==> src/design/mivl_pkg.sv <==
// package: register map, field layout and reset values of the media-id valid latch
package mivl_pkg;

    // ****************************************************************
    // register map
    // ****************************************************************
    localparam int unsigned ADDR_W              = 10;                // host i/o address width
    localparam int unsigned DATA_W              = 8;                 // register data width
    localparam logic [9:0]  TAPE_DRIVE_OFF      = 10'h3F3;           // media_tape_drive_status
    localparam logic [9:0]  FUNC_CTRL_OFF       = 10'h3F6;           // function_control_reg

    // ****************************************************************
    // field positions
    // ****************************************************************
    localparam int unsigned TDR_TAPE_SEL_LSB    = 0;                 // tape select field, bits 1:0
    localparam int unsigned TDR_ID_INVALID_BIT  = 5;                 // media id not valid flag
    localparam int unsigned TDR_MEDIA_ID_LSB    = 6;                 // media id field, bits 7:6
    localparam int unsigned FCR_DATA_RATE_BIT   = 0;                 // data_rate_select

    // ****************************************************************
    // reset values
    // ****************************************************************
    localparam logic [1:0]  TAPE_SEL_RST        = 2'h0;              // no tape drive selected
    localparam logic [7:0]  FCR_RST_UPPER       = 8'h00;             // upper control bits at reset
    localparam logic [7:0]  RDATA_IDLE          = 8'h00;             // read data outside answer cycle
    localparam logic        ID_MEANINGLESS      = 1'b1;              // bit 5 shown in data-rate mode

    // ****************************************************************
    // drive count
    // ****************************************************************
    localparam int unsigned NUM_DRIVES          = 2;                 // drives 0 and 1 carry straps

    // layout of the tape drive register as software sees it
    typedef struct packed {
        logic [1:0] media_id;                                        // bits 7:6
        logic       id_invalid;                                      // bit 5
        logic [2:0] unused;                                          // bits 4:2, read zero
        logic [1:0] tape_sel;                                        // bits 1:0
    } mivl_tdr_t;

    // host register access grouped together
    typedef struct packed {
        logic [9:0] addr;                                            // i/o address
        logic [7:0] wdata;                                           // write data
        logic       wr;                                              // write strobe
        logic       rd;                                              // read strobe
    } mivl_bus_req_t;

endpackage : mivl_pkg

==> src/design/mivl_latch_bank.sv <==
// module: media-id valid reporting, tape drive register and function control register
//
// What this block does
// sample both straps in reset, drive bit 5
// drive 0 strap low: bit 5 reads 0
// drive 0 strap high: bit 5 reads 1
// same reporting for drive 1 when selected
// drive 0 strap loads control bit 0
// control bit 0 set: straps meaningless
// samples stay fixed until next reset
//
// Our own choice: the address-and-strobe port.
`timescale 1ns/100ps

module mivl_latch_bank
    import mivl_pkg::*;
(
    input  wire logic              mclk_i,                           // controller clock, 100 MHz
    input  wire logic              srst_i,                           // synchronous reset, high
    input  wire logic              media_valid_strap_drive0_n_i,     // drive 0 strap, low = id valid
    input  wire logic              media_valid_strap_drive1_n_i,     // drive 1 strap, low = id valid
    input  wire logic              drive_sel_i,                      // selected drive, 0 or 1
    input  wire logic [1:0]        media_id_i,                       // media id of selected drive
    input  wire logic [ADDR_W-1:0] addr_i,                           // register address
    input  wire logic [DATA_W-1:0] wdata_i,                          // register write data
    input  wire logic              wr_i,                             // write strobe
    input  wire logic              rd_i,                             // read strobe
    output logic      [DATA_W-1:0] rdata_o,                          // read data, cycle after rd_i
    output logic                   data_rate_select_o,               // function control bit 0
    output logic      [1:0]        tape_sel_o                        // tape drive select field
);

    // ****************************************************************
    // decode helper
    // ****************************************************************

    // address match, used for both the write and the read side
    // full compare on all address bits, so no alias of a register answers
    function automatic logic hit(input logic [ADDR_W-1:0] a, input logic [ADDR_W-1:0] off);
        hit = (a == off);
    endfunction : hit

    // ****************************************************************
    // bus bundle
    // ****************************************************************
    // the carrier keeps one request together for every decode below
    mivl_bus_req_t req;                                              // gathered host request

    always_comb begin
        // gather the loose port signals into one carrier
        // no logic here, only renaming
        req.addr  = addr_i;
        req.wdata = wdata_i;
        req.wr    = wr_i;
        req.rd    = rd_i;
    end

    // ****************************************************************
    // strap sampling
    // ****************************************************************
    logic [NUM_DRIVES-1:0] strap_pins;                               // raw straps, drive order
    logic [NUM_DRIVES-1:0] strap_held;                               // straps held since reset

    assign strap_pins = {media_valid_strap_drive1_n_i, media_valid_strap_drive0_n_i};

    // straps are board resistors, so no synchroniser is needed; they
    // are treated as synchronous and only looked at while reset is high
    // limitation: a strap still settling at the last reset edge is taken
    // as it stands then; the board must hold it steady during reset
    mivl_strap_latch #(
        .N       (NUM_DRIVES)
    ) u_strap_latch (
        .mclk_i  (mclk_i),
        .srst_i  (srst_i),
        .strap_i (strap_pins),
        .strap_o (strap_held)
    );

    // ****************************************************************
    // control registers
    // ****************************************************************
    logic [DATA_W-1:0] func_ctrl;                                    // function_control_reg
    logic [DATA_W-1:0] next_func_ctrl;                               // its next value
    logic [1:0]        tape_sel;                                     // tape select field
    logic [1:0]        next_tape_sel;                                // its next value

    // reset wins over a write in the same cycle, so software cannot
    // overwrite the strap-loaded mode bit before the straps are taken
    // next values of the writable state
    always_comb begin
        next_func_ctrl = func_ctrl;
        next_tape_sel  = tape_sel;
        if (srst_i) begin
            // drive 0 strap picks media sense (0) or data-rate signalling (1)
            next_func_ctrl                    = FCR_RST_UPPER;
            next_func_ctrl[FCR_DATA_RATE_BIT] = media_valid_strap_drive0_n_i;
            next_tape_sel                     = TAPE_SEL_RST;
        end else if (req.wr && hit(req.addr, FUNC_CTRL_OFF)) begin
            // software may change the mode after reset
            next_func_ctrl = req.wdata;
        end else if (req.wr && hit(req.addr, TAPE_DRIVE_OFF)) begin
            // only the tape select bits are writable; the rest is status
            next_tape_sel = req.wdata[TDR_TAPE_SEL_LSB +: 2];
        end
    end

    // register the control state
    // both fields share one flop group and one reset
    always_ff @(posedge mclk_i) begin
        func_ctrl <= next_func_ctrl;
        tape_sel  <= next_tape_sel;
    end

    assign data_rate_select_o = func_ctrl[FCR_DATA_RATE_BIT];
    assign tape_sel_o         = tape_sel;

    // ****************************************************************
    // tape drive register view
    // ****************************************************************
    mivl_tdr_t tdr_view;                                             // live register contents
    logic      sel_strap;                                            // strap of selected drive

    always_comb begin
        // drive 1 follows exactly the same rule as drive 0
        // the view is combinational; the read path registers it, so a
        // select that changes after the strobe cannot reach the answer
        sel_strap = drive_sel_i ? strap_held[1] : strap_held[0];
        tdr_view.media_id = media_id_i;
        tdr_view.unused   = 3'h0;
        tdr_view.tape_sel = tape_sel;
        if (func_ctrl[FCR_DATA_RATE_BIT]) begin
            // in data-rate mode the straps carry no id meaning, so the
            // id is always reported as not valid
            tdr_view.id_invalid = ID_MEANINGLESS;
        end else begin
            // low strap reads 0 (id valid), high strap reads 1 (not valid)
            tdr_view.id_invalid = sel_strap;
        end
    end

    // ****************************************************************
    // read path
    // ****************************************************************
    logic [DATA_W-1:0] rdata;                                        // registered read data
    logic [DATA_W-1:0] next_rdata;                                   // its next value

    // read data stand only in the cycle after the strobe, zero otherwise;
    // unmapped addresses answer zero so the host never waits
    // strobes during reset are dropped too, so a read that races reset
    // release sees zero rather than a half-loaded register
    always_comb begin
        next_rdata = RDATA_IDLE;
        if (!srst_i && req.rd) begin
            if (hit(req.addr, TAPE_DRIVE_OFF)) begin
                next_rdata = tdr_view;
            end else if (hit(req.addr, FUNC_CTRL_OFF)) begin
                next_rdata = func_ctrl;
            end else begin
                next_rdata = RDATA_IDLE;
            end
        end
    end

    // register the answer
    // one flop stage, so the answer stands exactly one cycle
    always_ff @(posedge mclk_i) begin
        rdata <= next_rdata;
    end

    assign rdata_o = rdata;
endmodule : mivl_latch_bank

==> src/design/mivl_strap_latch.sv <==
// module: per-drive strap sampler that captures strap levels during reset and holds them
`timescale 1ns/100ps

module mivl_strap_latch
    import mivl_pkg::*;
#(
    parameter int unsigned N = NUM_DRIVES                            // number of strap pins
) (
    input  wire logic         mclk_i,                                // controller clock
    input  wire logic         srst_i,                                // synchronous reset, high
    input  wire logic [N-1:0] strap_i,                               // raw strap levels
    output logic      [N-1:0] strap_o                                // held strap levels
);

    // ****************************************************************
    // sample storage
    // ****************************************************************
    logic [N-1:0] strap;                                             // held levels
    logic [N-1:0] next_strap;                                        // next held levels

    // one bit per drive; a strap follows its pin only while reset is high
    generate
        for (genvar d = 0; d < N; d++) begin : g_drive
            always_comb begin
                // last level seen during reset survives its release
                next_strap[d] = srst_i ? strap_i[d] : strap[d];
            end
        end
    endgenerate

    // register only; sync reset lets the pin level itself be the sample
    always_ff @(posedge mclk_i) begin
        strap <= next_strap;
    end

    assign strap_o = strap;

endmodule : mivl_strap_latch

==> config.mk <==
export PLATFORM = sky130hd
export DESIGN_NAME = mivl_latch_bank
export DESIGN_NICKNAME = d
export VERILOG_FILES = /design/src/design/mivl_pkg.sv /design/src/design/mivl_latch_bank.sv /design/src/design/mivl_strap_latch.sv
export SDC_FILE = /design/constraint.sdc
export NUM_CORES = 1
export LEC_CHECK = 0
export BUFFER_PORTS_ARGS = -buffer_cell sky130_fd_sc_hd__buf_2
export CAP_MARGIN = 0
export CORE_MARGIN = 2
export CORE_UTILIZATION = 28
export DETAILED_ROUTE_END_ITERATION = 16
export GPL_ROUTABILITY_DRIVEN = 0
export GPL_TIMING_DRIVEN = 0
export SLEW_MARGIN = 20
export SYNTH_ARGS = -nofsm -noshare
export SYNTH_HDL_FRONTEND = slang
export SYNTH_HIERARCHICAL = 1
export SYNTH_SLANG_ARGS = --single-unit
==> constraint.sdc <==
create_clock -name mclk_i -period 1.7 [get_ports mclk_i]
set_clock_uncertainty 0.15 [all_clocks]
set_input_delay 0 -clock mclk_i [delete_from_list [all_inputs] [get_ports mclk_i]]
set_output_delay 0 -clock mclk_i [all_outputs]
set_load 0.02 [all_outputs]
## Word level (Yosys, flattened, before mapping)

Index checks and enable logic that the tools add are counted.

- Register bits after elaboration: 20
- Input bits: 27
- Output and inout bits: 11
- Word-level logic and storage cells: 24

- Reduce and logical (&&, ||, !) cells: 7
- Bitwise operators: 3
- Muxes and demuxes: 6
- Eq/ne operators: 2

Operator list:

| kind | number |
|---|---|
| $eq A10 B10 Y1 const B | 2 |
| $mux W8 | 2 |
| $mux W1 | 4 |
| $logic_and A1 B1 Y1 | 3 |
| $not A1 Y1 | 3 |
| $reduce_or A3 Y1 | 1 |
| $reduce_and A2 Y1 | 1 |
| $reduce_bool A2 Y1 | 1 |
| $logic_not A1 Y1 | 1 |

## Depth between registers and ports, before layout

- Depth after elaboration: 4
- Depth in mapped cells: 4
- Gate-level depth less buffers: 3

## Cells and area by module

The synthesis kept the hierarchy.

By module, submodules not included:

| module | cells each | area an instance (µm²) | instances | seq. area each (µm²) |
|---|---|---|---|---|
| mivl_latch_bank | 76 | 827.0 | 1 | 370.4 |
| mivl_strap_latch | 2 | 60.1 | 1 | 60.1 |

## Worst setup path before layout

No wires, ideal clock.

- Path type: reg2reg
- From: reg func_ctrl[0]
- To: reg rdata[5] (netlist: rdata_o[5])
- Clock period less this slack: 1.208 ns
- Data required time: 1.433 ns
- Slack: 0.492 ns
- Setup time: 0.117 ns
- Path buffers: 0
- Cell stages (with the launch flop): 3
- Arrival: 0.941 ns
- Path through: edfxtp_1 > a211o_1 > a22o_1

- Cells in the longest elaborated chain, start to end: 2

RTL lines:

| what | RTL line | text |
|---|---|---|
| from (decl) | mivl_latch_bank.sv:82 | `logic [DATA_W-1:0] func_ctrl;` |
| from (signal assigned) | mivl_latch_bank.sv:110 | `func_ctrl <= next_func_ctrl;` |
| $mux W1 | mivl_latch_bank.sv:131 | `if (func_ctrl[FCR_DATA_RATE_BIT]) begin` |
| $mux W8 | mivl_latch_bank.sv:154 | `if (hit(req.addr, TAPE_DRIVE_OFF)) begin` |
| to (signal assigned) | mivl_latch_bank.sv:167 | `rdata <= next_rdata;` |
| to (decl) | mivl_latch_bank.sv:144 | `logic [DATA_W-1:0] rdata;` |

Every way passes these cells.
A chain may end at the register's enable or synchronous reset.

## Worst setup path in the final report

- From: in wr_i
- To: reg tape_sel[0] (netlist: tape_sel_o[0])

- Cells in the longest elaborated chain, start to end: 3
- Elaborated cells on any way between the ends: 4
- Those cells by class: bitwise: 1; reduce/logical: 3

RTL lines:

| what | RTL line | text |
|---|---|---|
| from (decl) | mivl_latch_bank.sv:26 | `input wire logic wr_i,` |
| $logic_and A1 B1 Y1 | mivl_latch_bank.sv:98 | `end else if (req.wr && hit(req.addr, FUNC_CTRL_OFF)) begin` |
| $not A1 Y1 (no line) | n/a |  |
| $reduce_and A2 Y1 (no line) * | n/a |  |
| to (signal assigned) | mivl_latch_bank.sv:111 | `tape_sel <= next_tape_sel;` |
| to (decl) | mivl_latch_bank.sv:84 | `logic [1:0] tape_sel;` |

Mark *: on every way between the ends. The rest lies on a longest branch, timed or not.

==> metrics.cfg <==
[pwr]
sw_frac_of_total_pct=22.3
clkPwrFrac_pct=31.1
power_frac_comb_pct=13.0
ir_drop_v=0.000242
total_power_uw=876
p_int_uw=680
power_switching_uw=195
p_leak_nw=0.569
power_density_nw_per_um2=658
seqPwrFrac_pct=55.9

[route]
viasPerCell=4.81
totalWireLength_um=2170
drc=0
vias=861
firstDrtPassIters=4
wire_per_inst_um=12.1
drt-initial-drc-count=27
ant_nets=0

[timing]
slew_headroom_pct=66.9
finalSetupTns_ps=0
finalSetupViolations=0
max_freq_ghz=0.629
tightest_slew_ps=493
min_period_ps=1590
finalHoldViolCount=0
drv_slew=0
setup_slack_ps=111
fin_crit_sh_pct=93.5
rsz0062_at_grt=no

[placement]
dp.final_hpwl_um=1530
place_ws_ps=419
io_buffers=37

[clock_tree]
cts_buffer_depth=2
numCtsBuffers=3
post_cts_buffers=0
cts_tree=yes
cts_root_buf=clkbuf_4
htreeDepth=1
clock-sinks=20
path_clk_slew_ps=110
clk_latency_ps=300

[worst_setup_path]
critPathCaptureType=flip-flop
cp-start-kind=primary input
critPathRequiredTime_ps=1740
path_class=primary input to flip-flop
arrival_ps=1630
path_max_fanout=4

[yosys]
synth.net_count=105
synth_area_leaders=dfxtp_1 38%, edfxtp_1 10%, o31ai_1 7.6%
yosys_warnings=6
ys_types=22
synth_area_per_cell_sq_um=11.4
synth_top_area_share_pct=38.4
syn_area_sq_um=887
ys_seq_area_share_pct=48.5
yosysTopAreaCell=dfxtp_1
ys_ff_latch=20
syn_inst=78

[global_route]
grt_max_degree=12
overflow=0
antenna_found_initial=0
grt_pass1_wl_um=3330
grt_util_met2_pct=21.7
grt_pass1_vias=782
met1_usage_pct=14.5
track_usage_pct=12.4
use_met3_pct=2.60
top_usage_layer=met2

[worst_hold_path]
hold_class=primary input to flip-flop

[final_layout]
fin_nets=163
drive_above_1_share_pct=37.8
diodes=0
syn2layout_area_growth_pct=49.9

[floorplanning]
start_util_pct=29.3
row_count=20
die_w_um=60.3
core_sq_um=3030
die_h_um=60.3
die_area_sq_um=3630
ios=38

[run]
maxCapViolCount=0

[status]
outcome=finished clean

per-stage QoR:
step | hold WS, ps | cells | cell area, sq um | util [%]
2_1_floorplan | -51.1 | 78 | 887 | -
3_3_place_gp | 34.7 | 159 | 1130 | 37.2
3_5_place_dp | 37.5 | 159 | 1130 | 37.2
4_1_cts | 21.4 | 180 | 1330 | 44.0
5_1_grt | 43.3 | 179 | 1330 | 43.9
6_report | 26.5 | 179 | 1330 | 43.9
timing repair:
| action | in CTS | in global routing |
|---|---|---|
| hold buffers | 17 | 0 |
| endpoints found under the hold margin | 17 | 0 |
| resized for setup | 0 | 0 |
| setup endpoints to repair | 0 | 1 |
worst max-delay path, cell delays in order:
cell	delay (ps)
dlygate4sd3_1	510
buf_2	120
nand3b_1	100
o31ai_1	220
a21oi_1	100
dlygate4sd3_1	570
metal layers:
metal  routed length (um)  up-vias
met5                    0        -
met3                   98        2
met2                 1090       29
met4                    8        0
met1                  967      405
li1                     -      425
placed cells by master (no fill, tap or decap):
cell / netlist / final
buf_6: 2 / 2
clkbuf_4: 0 / 3
nand4b_4: 1 / 1
nand4_1: 9 / 9
a211o_1: 1 / 1
clkbuf_1: 2 / 1
and4_2: 1 / 1
nand4_2: 1 / 1
dlygate4sd3_1: 0 / 17
a21oi_1: 9 / 9
dfxtp_1: 17 / 17
o31ai_1: 9 / 9
edfxtp_1: 3 / 3
mux2_2: 1 / 1
and4b_1: 1 / 1
and3b_1: 2 / 2
nor4_4: 2 / 2
a22o_1: 5 / 5
nand3b_1: 2 / 2
a31o_1: 1 / 1
nand2b_1: 3 / 3
nor2b_1: 1 / 1
buf_2: 2 / 39
and2_1: 3 / 3
clkbuf_8: 0 / 1
worst paths after layout:
kind | start | endpoint | slack (ps) | cells after the start
min reg2reg | func_ctrl[2] | func_ctrl[2] | 320 | 2
max | wr_i | tape_sel_o[0] | 110 | 6
max reg2reg | tape_sel_o[0] | tape_sel_o[0] | 310 | 3
min | addr_i[1] | rdata_o[4] | 30 | 4
cell usage after synthesis (all sizes together):
cell type	count
a31o	1
nor4	2
and4	1
nand3b	2
buf	4
o31ai	9
edfxtp	3
and4b	1
a211o	1
clkbuf	2
nand4b	1
and2	3
dfxtp	17
a22o	5
a21oi	9
and3b	2
nand2b	3
mux2	1
nor2b	1
nand4	10
layout make-up:
type                       count  area (sq um)
multi-input combinational     52           417
sequential                    20           430
fill                         308          1700
clock buffer                   4          36.3
timing repair buffer          54           355
tap                           44          55.1
buffer                         5          36.3
kinds of logic after synthesis:
logic type / synth area share (%)
and+or+nand+nor: 26.1
buffers and inverters: 4.51
AOI/OAI and AO/OA: 19.6
muxes: 1.27
DFF: 48.5
power by group through the flow:
stage | Combinational, mW | Sequential [mW] | Clock [mW]
2_1_floorplan | 0.0355 | 0.502 | 0
3_3_place_gp | 0.0855 | 0.500 | 0
3_5_place_dp | 0.0874 | 0.500 | 0
4_1_cts | 0.115 | 0.490 | 0.283
5_1_grt | 0.124 | 0.490 | 0.294
6_report | 0.114 | 0.489 | 0.272
registers in the layout (all words and copies together), names as in the netlist:
signal                 flops
func_ctrl                  8
rdata_o                    8
tape_sel_o                 2
u_strap_latch/strap_o      2
Power figures use the tool's default switching activity.
